## src/verilog/hts_pkg.sv

```systemverilog
// Constants shared by the hybrid tap and on-hook speed register bank.
// Assumes a 50 MHz reference clock and word-aligned Wishbone addressing.
package hts_pkg;

  // Register indices; byte address is four times the index.
  localparam logic [5:0] HTS_IDX_TAP_SEVEN = 6'h33;
  localparam logic [5:0] HTS_IDX_TAP_EIGHT = 6'h34;
  localparam logic [5:0] HTS_IDX_RSVD_LO   = 6'h35;
  localparam logic [5:0] HTS_IDX_RSVD_HI   = 6'h3A;
  localparam logic [5:0] HTS_IDX_SPEED_CTL = 6'h3B;
  localparam logic [5:0] HTS_IDX_HOOK_CTL  = 6'h3C;
  localparam logic [5:0] HTS_IDX_HOOK_STAT = 6'h3D;

  // Reset values.
  localparam logic [7:0] HTS_RST_TAP       = 8'h00;
  localparam logic [7:0] HTS_RST_SPEED     = 8'h00;
  localparam logic [2:0] HTS_RST_HOOK      = 3'h0;

  // Speed control field positions and writable mask.
  localparam int         HTS_SPD_QHI       = 6;
  localparam int         HTS_SPD_QLO       = 4;
  localparam int         HTS_SPD_RXG       = 2;
  localparam int         HTS_SPD_GCE       = 1;
  localparam logic [7:0] HTS_SPD_MASK      = 8'h56;

  // Hook control field positions.
  localparam int         HTS_HC_OFFHOOK    = 0;
  localparam int         HTS_HC_PRIMARY    = 1;
  localparam int         HTS_HC_SECONDARY  = 2;

  // Hook status field positions.
  localparam int         HTS_HS_LOOP       = 0;
  localparam int         HTS_HS_BUSY       = 1;
  localparam int         HTS_HS_UNSUP      = 2;

  // Release timing.
  localparam int         HTS_CLK_MHZ       = 50;
  localparam int         HTS_FAST_US       = 400;
  localparam int         HTS_ETSI_US       = 3000;
  localparam int         HTS_QUENCH_US     = 26000;
  localparam int         HTS_FAST_CYC      = HTS_FAST_US * HTS_CLK_MHZ;
  localparam int         HTS_ETSI_CYC      = HTS_ETSI_US * HTS_CLK_MHZ;
  localparam int         HTS_QUENCH_CYC    = HTS_QUENCH_US * HTS_CLK_MHZ;
  localparam int         HTS_CNT_W         = 21;

endpackage : hts_pkg

```

## src/verilog/hts_hook_if.sv

```systemverilog
// Link between the register bank and the on-hook release timer.
// Assumes both ends run on the same clock.
`timescale 1ns/10ps
interface hts_hook_if;
  logic       offhook;
  logic       speed_primary;
  logic       speed_secondary;
  logic [1:0] quench_sel;
  logic       loop_on;
  logic       busy;
  logic       unsupported;

  modport ctl (output offhook, output speed_primary, output speed_secondary,
               output quench_sel, input loop_on, input busy, input unsupported);
  modport tmr (input offhook, input speed_primary, input speed_secondary,
               input quench_sel, output loop_on, output busy, output unsupported);
endinterface : hts_hook_if

```

## src/verilog/hts_hook_timer.sv

```systemverilog
// On-hook release timer: holds loop current for the selected time after hook release.
// Assumes its controls come from registers on the same clock.
`timescale 1ns/10ps
module hts_hook_timer
  import hts_pkg::*;
#(
  parameter int CW         = HTS_CNT_W,
  parameter int FAST_CYC   = HTS_FAST_CYC,
  parameter int ETSI_CYC   = HTS_ETSI_CYC,
  parameter int QUENCH_CYC = HTS_QUENCH_CYC
)
(
  // Clock and reset.
  input  wire logic i_ref_clk,
  input  wire logic i_resetn,
  // Register side.
  hts_hook_if.tmr   hk
);

  typedef struct packed {
    logic          loop_on;
    logic          prev_oh;
    logic [CW-1:0] cnt;
  } hts_tmr_t;

  hts_tmr_t      s_r;
  hts_tmr_t      s_nxt;
  logic          start;
  logic          sel_fast;
  logic          sel_etsi;
  logic          sel_quench;
  logic [CW-1:0] dur;

  always_comb
  begin
    sel_fast   = !hk.speed_primary && !hk.speed_secondary && hk.quench_sel == 2'b00;
    sel_etsi   = !hk.speed_primary && hk.speed_secondary && hk.quench_sel == 2'b00;
    sel_quench = hk.speed_primary && hk.quench_sel == 2'b11;
    if (sel_quench)
      dur = CW'(QUENCH_CYC);
    else if (sel_etsi)
      dur = CW'(ETSI_CYC);
    else
      dur = CW'(FAST_CYC);
    start = s_r.prev_oh && !hk.offhook && s_r.loop_on;
    s_nxt = s_r;
    s_nxt.prev_oh = hk.offhook;
    if (hk.offhook)
    begin
      s_nxt.loop_on = 1'b1;
      s_nxt.cnt     = '0;
    end
    else if (start)
      s_nxt.cnt = dur;
    else if (s_r.cnt != '0)
    begin
      s_nxt.cnt = s_r.cnt - CW'(1);
      if (s_r.cnt == CW'(1))
        s_nxt.loop_on = 1'b0;
    end
  end

  always_ff @(posedge i_ref_clk or negedge i_resetn)
  begin
    if (!i_resetn)
      s_r <= '0;
    else
      s_r <= s_nxt;
  end

  assign hk.loop_on     = s_r.loop_on;
  assign hk.busy        = s_r.cnt != '0;
  assign hk.unsupported = !(sel_fast || sel_etsi || sel_quench);

  property p_fast_load;
    @(posedge i_ref_clk) disable iff (!i_resetn)
      start && sel_fast |=> s_r.cnt == CW'(FAST_CYC) && s_r.loop_on;
  endproperty
  a_fast_load : assert property (p_fast_load)
    else $error("fast release not loaded");

  property p_etsi_load;
    @(posedge i_ref_clk) disable iff (!i_resetn)
      start && sel_etsi |=> s_r.cnt == CW'(ETSI_CYC);
  endproperty
  a_etsi_load : assert property (p_etsi_load)
    else $error("three ms release not loaded");

  property p_quench_load;
    @(posedge i_ref_clk) disable iff (!i_resetn)
      start && sel_quench |=> s_r.cnt == CW'(QUENCH_CYC);
  endproperty
  a_quench_load : assert property (p_quench_load)
    else $error("quench release not loaded");

  property p_unsup;
    @(posedge i_ref_clk) disable iff (!i_resetn)
      start && hk.unsupported |=> s_r.cnt == CW'(FAST_CYC);
  endproperty
  a_unsup : assert property (p_unsup)
    else $error("unsupported combination not on fast time");

  property p_count;
    @(posedge i_ref_clk) disable iff (!i_resetn)
      s_r.cnt > CW'(1) && !hk.offhook |=> s_r.cnt == $past(s_r.cnt) - CW'(1) && s_r.loop_on;
  endproperty
  a_count : assert property (p_count)
    else $error("release count not stepping");

  property p_drop;
    @(posedge i_ref_clk) disable iff (!i_resetn)
      s_r.cnt == CW'(1) && !hk.offhook |=> !s_r.loop_on ##1 !s_r.loop_on;
  endproperty
  a_drop : assert property (p_drop)
    else $error("loop current not released at end of count");

endmodule : hts_hook_timer

```

## src/verilog/hts_regs_top.sv

```systemverilog
// Register bank for hybrid taps seven and eight and the on-hook speed control.
// Assumes a classic Wishbone master on i_ref_clk and 32-bit word addressing.
`timescale 1ns/10ps
module hts_regs_top
  import hts_pkg::*;
#(
  parameter int CW         = HTS_CNT_W,
  parameter int FAST_CYC   = HTS_FAST_CYC,
  parameter int ETSI_CYC   = HTS_ETSI_CYC,
  parameter int QUENCH_CYC = HTS_QUENCH_CYC
)
(
  // Clock and reset.
  input  wire logic        i_ref_clk,
  input  wire logic        i_resetn,
  // Wishbone slave.
  input  wire logic        i_wb_cyc,
  input  wire logic        i_wb_stb,
  input  wire logic        i_wb_we,
  input  wire logic [7:0]  i_wb_adr,
  input  wire logic [3:0]  i_wb_sel,
  input  wire logic [31:0] i_wb_dat,
  output logic      [31:0] o_wb_dat,
  output logic             o_wb_ack,
  // Hybrid filter coefficients.
  output logic      [7:0]  o_tap_seven_coeff,
  output logic      [7:0]  o_tap_eight_coeff,
  output logic      [1:0]  o_tap_active,
  // Line-side controls.
  output logic             o_offhook_ctrl,
  output logic             o_loop_current_on,
  output logic             o_rx_gain_boost,
  output logic             o_guarded_clear_en
);

  typedef struct packed {
    logic [7:0] tap_seven;
    logic [7:0] tap_eight;
    logic [1:0] tap_act;
    logic [7:0] speed;
    logic [2:0] hook;
    logic       ack;
    logic [7:0] rdata;
  } hts_regs_t;

  hts_regs_t  s_r;
  hts_regs_t  s_nxt;
  logic [5:0] idx;
  logic       wr;
  logic [7:0] wdat;
  logic [7:0] stat;

  hts_hook_if hk ();

  hts_hook_timer #(
    .CW         (CW),
    .FAST_CYC   (FAST_CYC),
    .ETSI_CYC   (ETSI_CYC),
    .QUENCH_CYC (QUENCH_CYC)
  ) i_hts_hook_timer (
    .i_ref_clk (i_ref_clk),
    .i_resetn  (i_resetn),
    .hk        (hk.tmr)
  );

  assign hk.offhook         = s_r.hook[HTS_HC_OFFHOOK];
  assign hk.speed_primary   = s_r.hook[HTS_HC_PRIMARY];
  assign hk.speed_secondary = s_r.hook[HTS_HC_SECONDARY];
  assign hk.quench_sel      = {s_r.speed[HTS_SPD_QHI], s_r.speed[HTS_SPD_QLO]};

  always_comb
  begin
    idx  = i_wb_adr[7:2];
    wdat = i_wb_dat[7:0];
    stat = 8'h00;
    stat[HTS_HS_LOOP]  = hk.loop_on;
    stat[HTS_HS_BUSY]  = hk.busy;
    stat[HTS_HS_UNSUP] = hk.unsupported;
    s_nxt = s_r;
    s_nxt.ack = i_wb_cyc && i_wb_stb && !s_r.ack;
    wr = s_nxt.ack && i_wb_we && i_wb_sel[0];
    if (wr)
    begin
      case (idx)
        HTS_IDX_TAP_SEVEN: s_nxt.tap_seven = wdat;
        HTS_IDX_TAP_EIGHT: s_nxt.tap_eight = wdat;
        // Bit 7 and the other unnamed bits stay zero whatever is written.
        HTS_IDX_SPEED_CTL: s_nxt.speed = wdat & HTS_SPD_MASK;
        HTS_IDX_HOOK_CTL:  s_nxt.hook  = wdat[2:0];
        // The reserved range and unmapped words ignore writes.
        default:           s_nxt.hook  = s_r.hook;
      endcase
    end
    s_nxt.tap_act[0] = s_nxt.tap_seven != 8'h00;
    s_nxt.tap_act[1] = s_nxt.tap_eight != 8'h00;
    if (s_nxt.ack && !i_wb_we)
    begin
      case (idx)
        HTS_IDX_TAP_SEVEN: s_nxt.rdata = s_r.tap_seven;
        HTS_IDX_TAP_EIGHT: s_nxt.rdata = s_r.tap_eight;
        HTS_IDX_SPEED_CTL: s_nxt.rdata = s_r.speed;
        HTS_IDX_HOOK_CTL:  s_nxt.rdata = {5'h00, s_r.hook};
        HTS_IDX_HOOK_STAT: s_nxt.rdata = stat;
        default:           s_nxt.rdata = 8'h00;
      endcase
    end
  end

  always_ff @(posedge i_ref_clk or negedge i_resetn)
  begin
    if (!i_resetn)
    begin
      s_r           <= '0;
      s_r.tap_seven <= HTS_RST_TAP;
      s_r.tap_eight <= HTS_RST_TAP;
      s_r.speed     <= HTS_RST_SPEED;
      s_r.hook      <= HTS_RST_HOOK;
    end
    else
      s_r <= s_nxt;
  end

  assign o_wb_dat           = {24'h000000, s_r.rdata};
  assign o_wb_ack           = s_r.ack;
  assign o_tap_seven_coeff  = s_r.tap_seven;
  assign o_tap_eight_coeff  = s_r.tap_eight;
  assign o_tap_active       = s_r.tap_act;
  assign o_offhook_ctrl     = s_r.hook[HTS_HC_OFFHOOK];
  assign o_loop_current_on  = hk.loop_on;
  assign o_rx_gain_boost    = s_r.speed[HTS_SPD_RXG];
  assign o_guarded_clear_en = s_r.speed[HTS_SPD_GCE];

  property p_tap_seven_wr;
    @(posedge i_ref_clk) disable iff (!i_resetn)
      i_wb_cyc && i_wb_stb && !o_wb_ack && i_wb_we && i_wb_sel[0] && idx == HTS_IDX_TAP_SEVEN
      |=> o_tap_seven_coeff == $past(i_wb_dat[7:0]) && o_wb_ack;
  endproperty
  a_tap_seven_wr : assert property (p_tap_seven_wr)
    else $error("tap seven write lost");

  property p_tap_eight_rd;
    @(posedge i_ref_clk) disable iff (!i_resetn)
      i_wb_cyc && i_wb_stb && !o_wb_ack && !i_wb_we && idx == HTS_IDX_TAP_EIGHT
      |=> o_wb_ack && o_wb_dat[7:0] == $past(o_tap_eight_coeff);
  endproperty
  a_tap_eight_rd : assert property (p_tap_eight_rd)
    else $error("tap eight read back wrong");

  property p_tap_zero;
    @(posedge i_ref_clk) disable iff (!i_resetn)
      o_tap_active == {o_tap_eight_coeff != 8'h00, o_tap_seven_coeff != 8'h00};
  endproperty
  a_tap_zero : assert property (p_tap_zero)
    else $error("tap activity does not follow coefficient");

  property p_speed_top_zero;
    @(posedge i_ref_clk) disable iff (!i_resetn)
      o_wb_ack && $past(idx) == HTS_IDX_SPEED_CTL && !$past(i_wb_we) |-> !o_wb_dat[7];
  endproperty
  a_speed_top_zero : assert property (p_speed_top_zero)
    else $error("reserved speed bit reads one");

  property p_quench_route;
    @(posedge i_ref_clk) disable iff (!i_resetn)
      i_wb_cyc && i_wb_stb && !o_wb_ack && i_wb_we && i_wb_sel[0] && idx == HTS_IDX_SPEED_CTL
      |=> hk.quench_sel == {$past(i_wb_dat[6]), $past(i_wb_dat[4])};
  endproperty
  a_quench_route : assert property (p_quench_route)
    else $error("quench selection not routed");

  property p_release_start;
    @(posedge i_ref_clk) disable iff (!i_resetn)
      $fell(o_offhook_ctrl) && o_loop_current_on |=> ##1 hk.busy && o_loop_current_on;
  endproperty
  a_release_start : assert property (p_release_start)
    else $error("release did not start after hook clear");

  property p_ack_pulse;
    @(posedge i_ref_clk) disable iff (!i_resetn)
      o_wb_ack |=> !o_wb_ack;
  endproperty
  a_ack_pulse : assert property (p_ack_pulse)
    else $error("ack longer than one cycle");

  property p_ack_answer;
    @(posedge i_ref_clk) disable iff (!i_resetn)
      i_wb_cyc && i_wb_stb && !o_wb_ack |=> o_wb_ack;
  endproperty
  a_ack_answer : assert property (p_ack_answer)
    else $error("request not acknowledged in one cycle");

  property p_ack_idle;
    @(posedge i_ref_clk) disable iff (!i_resetn)
      !(i_wb_cyc && i_wb_stb) |=> !o_wb_ack;
  endproperty
  a_ack_idle : assert property (p_ack_idle)
    else $error("ack without a request");

  property p_tap_eight_wr;
    @(posedge i_ref_clk) disable iff (!i_resetn)
      i_wb_cyc && i_wb_stb && !o_wb_ack && i_wb_we && i_wb_sel[0] && idx == HTS_IDX_TAP_EIGHT
      |=> o_tap_eight_coeff == $past(i_wb_dat[7:0]) && o_wb_ack;
  endproperty
  a_tap_eight_wr : assert property (p_tap_eight_wr)
    else $error("tap eight write lost");

  property p_tap_seven_rd;
    @(posedge i_ref_clk) disable iff (!i_resetn)
      i_wb_cyc && i_wb_stb && !o_wb_ack && !i_wb_we && idx == HTS_IDX_TAP_SEVEN
      |=> o_wb_ack && o_wb_dat[7:0] == $past(o_tap_seven_coeff);
  endproperty
  a_tap_seven_rd : assert property (p_tap_seven_rd)
    else $error("tap seven read back wrong");

  // A write whose low byte lane is off must leave both tap registers and the speed register alone.
  property p_lane_off;
    @(posedge i_ref_clk) disable iff (!i_resetn)
      i_wb_cyc && i_wb_stb && !o_wb_ack && i_wb_we && !i_wb_sel[0]
      |=> $stable(o_tap_seven_coeff) && $stable(o_tap_eight_coeff) && $stable(s_r.speed);
  endproperty
  a_lane_off : assert property (p_lane_off)
    else $error("write with low lane off changed a register");

  // Writes outside the four writable words change nothing.
  property p_unmapped_wr;
    @(posedge i_ref_clk) disable iff (!i_resetn)
      i_wb_cyc && i_wb_stb && !o_wb_ack && i_wb_we && idx != HTS_IDX_TAP_SEVEN
      && idx != HTS_IDX_TAP_EIGHT && idx != HTS_IDX_SPEED_CTL && idx != HTS_IDX_HOOK_CTL
      |=> $stable(o_tap_seven_coeff) && $stable(o_tap_eight_coeff)
      && $stable(s_r.speed) && $stable(s_r.hook);
  endproperty
  a_unmapped_wr : assert property (p_unmapped_wr)
    else $error("write outside the writable words changed a register");

  property p_speed_mask;
    @(posedge i_ref_clk) disable iff (!i_resetn)
      (s_r.speed & ~HTS_SPD_MASK) == 8'h00;
  endproperty
  a_speed_mask : assert property (p_speed_mask)
    else $error("unnamed speed bit set");

  property p_speed_route;
    @(posedge i_ref_clk) disable iff (!i_resetn)
      i_wb_cyc && i_wb_stb && !o_wb_ack && i_wb_we && i_wb_sel[0] && idx == HTS_IDX_SPEED_CTL
      |=> o_rx_gain_boost == $past(i_wb_dat[2]) && o_guarded_clear_en == $past(i_wb_dat[1]);
  endproperty
  a_speed_route : assert property (p_speed_route)
    else $error("gain or guarded clear bit not routed");

  property p_hook_route;
    @(posedge i_ref_clk) disable iff (!i_resetn)
      i_wb_cyc && i_wb_stb && !o_wb_ack && i_wb_we && i_wb_sel[0] && idx == HTS_IDX_HOOK_CTL
      |=> {hk.speed_secondary, hk.speed_primary, o_offhook_ctrl} == $past(i_wb_dat[2:0]);
  endproperty
  a_hook_route : assert property (p_hook_route)
    else $error("hook control not routed");

  property p_loop_hold;
    @(posedge i_ref_clk) disable iff (!i_resetn)
      o_offhook_ctrl |=> o_loop_current_on;
  endproperty
  a_loop_hold : assert property (p_loop_hold)
    else $error("loop current off while off-hook");

  property p_rd_upper;
    @(posedge i_ref_clk) disable iff (!i_resetn)
      o_wb_ack |-> o_wb_dat[31:8] == 24'h000000;
  endproperty
  a_rd_upper : assert property (p_rd_upper)
    else $error("read data above the low byte");

  property p_rd_hold;
    @(posedge i_ref_clk) disable iff (!i_resetn)
      !(i_wb_cyc && i_wb_stb && !o_wb_ack && !i_wb_we) |=> $stable(o_wb_dat);
  endproperty
  a_rd_hold : assert property (p_rd_hold)
    else $error("read data changed without a read");

  property p_rsvd_rd;
    @(posedge i_ref_clk) disable iff (!i_resetn)
      i_wb_cyc && i_wb_stb && !o_wb_ack && !i_wb_we && idx >= HTS_IDX_RSVD_LO
      && idx <= HTS_IDX_RSVD_HI |=> o_wb_ack && o_wb_dat == 32'h00000000;
  endproperty
  a_rsvd_rd : assert property (p_rsvd_rd)
    else $error("reserved word does not read zero");

  property p_status_rd;
    @(posedge i_ref_clk) disable iff (!i_resetn)
      i_wb_cyc && i_wb_stb && !o_wb_ack && !i_wb_we && idx == HTS_IDX_HOOK_STAT
      |=> o_wb_dat[HTS_HS_UNSUP] == $past(hk.unsupported)
      && o_wb_dat[HTS_HS_BUSY] == $past(hk.busy)
      && o_wb_dat[HTS_HS_LOOP] == $past(o_loop_current_on);
  endproperty
  a_status_rd : assert property (p_status_rd)
    else $error("hook status read back wrong");

endmodule : hts_regs_top

```

## config.mk

```make
export PLATFORM = sky130hd
export DESIGN_NAME = hts_regs_top
export DESIGN_NICKNAME = d
export VERILOG_FILES = /design/src/verilog/hts_pkg.sv /design/src/verilog/hts_hook_if.sv /design/src/verilog/hts_hook_timer.sv /design/src/verilog/hts_regs_top.sv
export SDC_FILE = /design/constraint.sdc
export NUM_CORES = 1
export LEC_CHECK = 0
export BUFFER_PORTS_ARGS = -buffer_cell sky130_fd_sc_hd__clkbuf_2
export CORE_MARGIN = 2
export CORE_UTILIZATION = 55
export CTS_BUF_LIST = sky130_fd_sc_hd__clkbuf_8 sky130_fd_sc_hd__clkbuf_16
export CTS_CLUSTER_DIAMETER = 200
export DETAILED_ROUTE_END_ITERATION = 10
export PLACE_DENSITY = 0.86
export REMOVE_ABC_BUFFERS = 1
export SETUP_SLACK_MARGIN = 0.1
export SYNTH_ARGS = -nofsm -noshare
export SYNTH_HDL_FRONTEND = slang
export SYNTH_SLANG_ARGS = --single-unit
```

## constraint.sdc

```tcl
create_clock -name i_ref_clk -period 3.7 [get_ports i_ref_clk]
set_input_delay 0.185 -clock i_ref_clk [delete_from_list [all_inputs] [get_ports i_ref_clk]]
set_output_delay 0.185 -clock i_ref_clk [all_outputs]
set_load 0.005 [all_outputs]
```

## Yosys cells after proc, flatten, opt, wreduce, memory -nomap -nowiden

Cells that the tools add are included.

- Input port bits: 49
- Register bits: 57

- Reductions and logical operators: 30
- Add/subtract/negate cells: 1
- Equality and inequality tests: 8
- Mux-type cells: 13

Operator list:

| operator | number |
|---|---|
| $mux 21 | 4 |
| $pmux 8 s5 | 1 |
| $eq 6x6->1 const B | 5 |
| $eq 21x1->1 const B | 1 |
| $reduce_bool 21->1 | 1 |
| $sub 21x1->21 const B | 1 |
| $mux 18 | 1 |
| $mux 16 | 1 |
| $mux 8 | 2 |
| $reduce_bool 8->1 | 2 |
| $logic_and 1x1->1 | 12 |
| $logic_not 1->1 | 6 |
| $mux 1 | 4 |
| $reduce_and 2->1 | 2 |
| $reduce_bool 2->1 | 2 |
| $reduce_and 3->1 | 1 |
| $reduce_bool 3->1 | 1 |
| $eq 2x2->1 const B | 1 |
| $logic_not 2->1 | 1 |
| $logic_or 1x1->1 | 2 |
| $ne 2x2->1 const B | 1 |

## Logic depth before layout (Yosys ltp)

- Depth after elaboration: 7
- Mapped depth: 7
- Depth with buffers taken out: 7

## By module

Synthesis repeated with hierarchy kept, for this count alone.

- Cell total of the unflattened synthesis: 299
- Area, all modules: 3256.9 um2

Modules (own cells, without submodules):

| module | seq. area each (um2) | times used | area an instance (um2) | cells each |
|---|---|---|---|---|
| hts_regs_top | 850.8 | 1 | 1881.8 | 153 |
| hts_hook_timer | 575.6 | 1 | 1375.1 | 146 |

## Least setup slack after synthesis

No wires, ideal clock.

- Path type: reg2reg
- Start point: reg i_hts_hook_timer.s_r[0] in the netlist's numbering
- End point: reg i_hts_hook_timer.s_r[20] in the netlist's numbering
- Slack: 1879 ps
- Path buffers: 0
- Cell stages (with the launch flop): 7
- Arrival: 1722 ps
- Data required time: 3601 ps
- Path through: dfrtp_1 inv_1 ha_1 nor3b_2 nand4_2 or3_1 a311oi_1

- Cells in the longest elaborated chain, start to end: 4
- Elaborated cells on any way between the ends: 6
- Classes of those cells: 1 x add/sub; 3 x mux; 2 x reduce/logical

RTL lines:

| element | RTL line | source |
|---|---|---|
| from (decl) | hts_hook_timer.sv:26 | `hts_tmr_t s_r;` |
| from (signal assigned) | hts_hook_timer.sv:68 | `s_r <= s_nxt;` |
| $sub 21x1->21 | hts_hook_timer.sv:57 | `s_nxt.cnt = s_r.cnt - CW'(1);` |
| $mux 21 | hts_hook_timer.sv:55 | `else if (s_r.cnt != '0)` |
| $mux 21 | hts_hook_timer.sv:53 | `else if (start)` |
| $mux 21 | hts_hook_timer.sv:48 | `if (hk.offhook)` |

Parallel ways exist; a longest one is shown, timed or not. The select of a mux whose other input is x is not followed.
A chain may end at the register's enable or synchronous reset.

## Final worst setup path

Ends and elaborated chain as after synthesis.

==> impl_metrics.yaml <==
outcome:
  status: "finished, final reports clean"
floorplanning:
  start_util_pct: 57.76
  fp.dieArea_um2: 6481
  die_height_um: 80.51
  fp-row-count: 27
  chipWidth_um: 80.51
  fp.coreArea_um2: 5574
  ioPinCount: 104
setup_path:
  worstReg2RegStart: "i_hts_hook_timer.s_r[0]$_DFFE_PN0P_"
  critPathSlowestCell: "dfrtp_1"
  rrSetupSlack_ps: 1540
  slowest_delay_ps: 480
  end_kind: "register"
  cp.arrival_ps: 2420
  crit_buf_inv: 1
  critPathLaunchType: "register"
  critical_path.top_delay_family: "simple AND/OR/NAND/NOR gates"
  reg2reg_depth: 6
  path_cells: "inv_1 -> ha_1 -> nor3b_2 -> nand4_2 -> or3_1 -> a311oi_1"
  reg2reg_to: "i_hts_hook_timer.s_r[20]$_DFFE_PN0P_"
  required_ps: 3960
  critPathMaxFanout: 6
  setup.worst_path.class: "register to register"
clock_tree:
  numClockSinks: 57
  cts-root-buf: "clkbuf_8"
  post-cts-setup-buffers: 0
  insertion_delay_ps: 350
  clk_pin_slew_worst_paths_ps: 80
  tritoncts: "yes"
  cts_max_level: 3
  cts.path.max_buffers: 2
  cts_buffers: 9
drt:
  drt-initial-drc-count: 228
  vias: 2490
  firstDrtPassIters: 4
  final_antenna_net_count: 0
  drcViolationCount: 0
  wl_mm: 7.090
  wl_per_cell_um: 16.60
  post_drt_via_cell_ratio: 5.831
yosys:
  avgSynthCellArea_um2: 10.77
  synth_top_area_share_pct: 44.31
  synthTopCellsByArea: "dfrtp_1 44%, mux2_2 8.7%, buf_4 6.5%, nor2_1 3.7%, nor4_4 3.3%"
  ys_ff_latch: 57
  synth_common_cells: "57 x dfrtp_1, 32 x nor2_1, 28 x buf_4"
  yosysWarningCount: 0
  synth_largest_area_cell: "dfrtp_1"
  yosysMostFrequentCell: "dfrtp_1"
  synth_flop_cell: "dfrtp_1"
  syn_area_um2: 3219
  yosysUniqueCellTypes: 54
  ys_seq_area_share_pct: 44.31
  synthCells: 299
  synthArstFlopShare_pct: 100.0
  synth-edff-count: 0
finish:
  area_growth_syn_to_layout_pct: 12.48
  drive_gt1_share_pct: 33.24
  n_antenna_cell: 0
  num-nets-final: 402
  final_util_pct: 64.96
min_path:
  min_from: "i_wb_dat[3]"
  hp-class: "input port to register"
  hold_end: "o_tap_seven_coeff[3]$_DFF_PN0_"
  whs_path_depth: 2
sta:
  post-route-min-period_ps: 2162
  hold_viol: 0
  relSlewSlack_pct: 31.63
  setup_ws_ps: 1538
  maxSlewViolCount: 0
  worst_slew_pin_slew_ps: 1020
  max_freq_mhz: 462.6
  finalCritPeriodShare_pct: 58.42
  finalClockSkew_ps: 10.50
  report.final.setup_viol: 0
  grt_setup_unrepaired: "false"
  tns_ps: 0
power:
  swShare_pct: 36.10
  leakage_nw: 1.737
  p_total_mw: 2.078
  pwr_density_cell_nw_per_um2: 574.0
  power_switching_mw: 0.7504
  p_int_mw: 1.328
  clkPwrFrac_pct: 28.6
  comb_power_share_pct: 25.7
  power_frac_seq_pct: 45.7
  ir_drop_mv: 0.3579
placement:
  pre_cts_ws_ps: 1308
  place_congestion: 0.8771
  dp_hpwl_mm: 5.081
  io_buffers: 50
flow_run:
  maxCapViolCount: 0
global_routing:
  track_usage_pct: 23.84
  grt_max_degree: 37
  antenna_found_initial: 0
  grt_pass1_vias: 2307
  grt_overflow: 0
  grt_pass1_wl_mm: 11.47
==> layer usage <==
layer | track usage (%) | part of all wire, % | up-vias
met5 | 0 | 0 | -
met2 | 38.58 | 48 | 107
li1 | - | - | 1131
met1 | 30.69 | 43 | 1237
met4 | 8.644 | 1.9 | 0
met3 | 6.517 | 6.8 | 15
==> cells in the final DEF, fill, tap and decap left out, types with 3 or more instances in the layout <==
cell / Yosys / layout
dfrtp_1: 57 / 57
clkbuf_2: 0 / 50
nor2_1: 32 / 32
mux2_2: 25 / 25
conb_1: 1 / 24
nand2_1: 14 / 14
a21oi_1: 13 / 13
xor2_1: 10 / 10
clkbuf_8: 0 / 9
nor4_1: 7 / 7
nor3_1: 7 / 6
a22oi_1: 6 / 6
inv_1: 5 / 5
nand3_1: 5 / 5
nor4_4: 5 / 5
o21ai_0: 5 / 5
and2_1: 4 / 4
a31oi_1: 4 / 4
nand4_1: 4 / 4
xnor2_1: 4 / 4
or3_1: 4 / 4
mux2_4: 4 / 4
nand2b_1: 3 / 3
a211oi_1: 3 / 3
ha_1: 3 / 3
clkinv_4: 0 / 3
==> timing repair <==
item	CTS	global route
endpoints found under the setup margin	0	0
hold buffers	1	0
endpoints found under the hold margin	21	0
resized for setup	0	0
==> cell type report <==
class,count,area (um^2)
clock buffer,9,123.9
clock inverter,7,80.08
fill,422,1953
inverter,6,25.02
multi-input combinational,224,1608
sequential,57,1426
tap,72,90.09
timing repair buffer,52,267.8
==> state kept, by name, summed over array words and instances, names as in the netlist, 2 cells and up <==
| register | flops |
|---|---|
| o_tap_eight_coeff | 8 |
| hk.quench_sel | 2 |
| o_wb_dat | 8 |
| o_tap_seven_coeff | 8 |
| o_tap_active | 2 |
| i_hts_hook_timer.s_r | 22 |
==> power by group through the flow <==
stage	logic, mW	registers [mW]	clock network (mW)
after floorplan	0.391	0.924	0
after global placement	0.506	0.947	0
after detailed placement	0.530	0.955	0
after CTS	0.533	0.947	0.602
after global routing	0.599	0.968	0.630
final	0.534	0.951	0.594
==> cells by family (layout without fill, tap and decap cells) <==
| family | count (synthesis) | after routing | synth area share (%) |
|---|---|---|---|
| and+or+nand+nor | 106 | 106 | 21.03 |
| other | 1 | 24 | 0.1165 |
| DFF | 57 | 57 | 44.31 |
| xor gates and xnor gates | 14 | 14 | 3.809 |
| muxes | 32 | 32 | 11.58 |
| buffers and inverters | 41 | 74 | 8.589 |
| AOI/OAI and AO/OA | 45 | 45 | 9.405 |
| adders and majority gates | 3 | 3 | 1.166 |
==> worst register-to-register path: cells and delay by family, from the launching register on <==
family,cells,cell delay [ps]
compound gates,1,260
fa+ha+maj,1,190
buf+inv,1,140
flops,1,480
simple gates,3,1000
==> how the worst max path moves through the flow <==
stage,from,endpoint,slack (ps),cells past startpoint
3_3_place_gp,i_wb_adr[2],o_tap_active[0]$_DFF_PN0_,1370,5
3_5_place_dp,i_wb_adr[2],o_tap_active[0]$_DFF_PN0_,1310,5
5_1_grt,i_hts_hook_timer.s_r[0]$_DFFE_PN0P_,i_hts_hook_timer.s_r[20]$_DFFE_PN0P_,1400,6
4_1_cts,i_hts_hook_timer.s_r[0]$_DFFE_PN0P_,i_hts_hook_timer.s_r[20]$_DFFE_PN0P_,1560,6
6_report,i_hts_hook_timer.s_r[0]$_DFFE_PN0P_,i_hts_hook_timer.s_r[20]$_DFFE_PN0P_,1540,6
2_1_floorplan,o_wb_ack$_DFF_PN0_,o_wb_dat[1]$_DFFE_PN0P_,1880,3
==> stage by stage <==
step	instance area, um^2	std cells	hold WS, ps
2_1_floorplan	3054	287	-110.6
3_3_place_gp	3407	410	193.0
3_5_place_dp	3407	410	211.5
4_1_cts	3621	427	94.33
5_1_grt	3621	427	106.8
6_report	3621	427	106.5
Power figures use the tool's default switching activity.
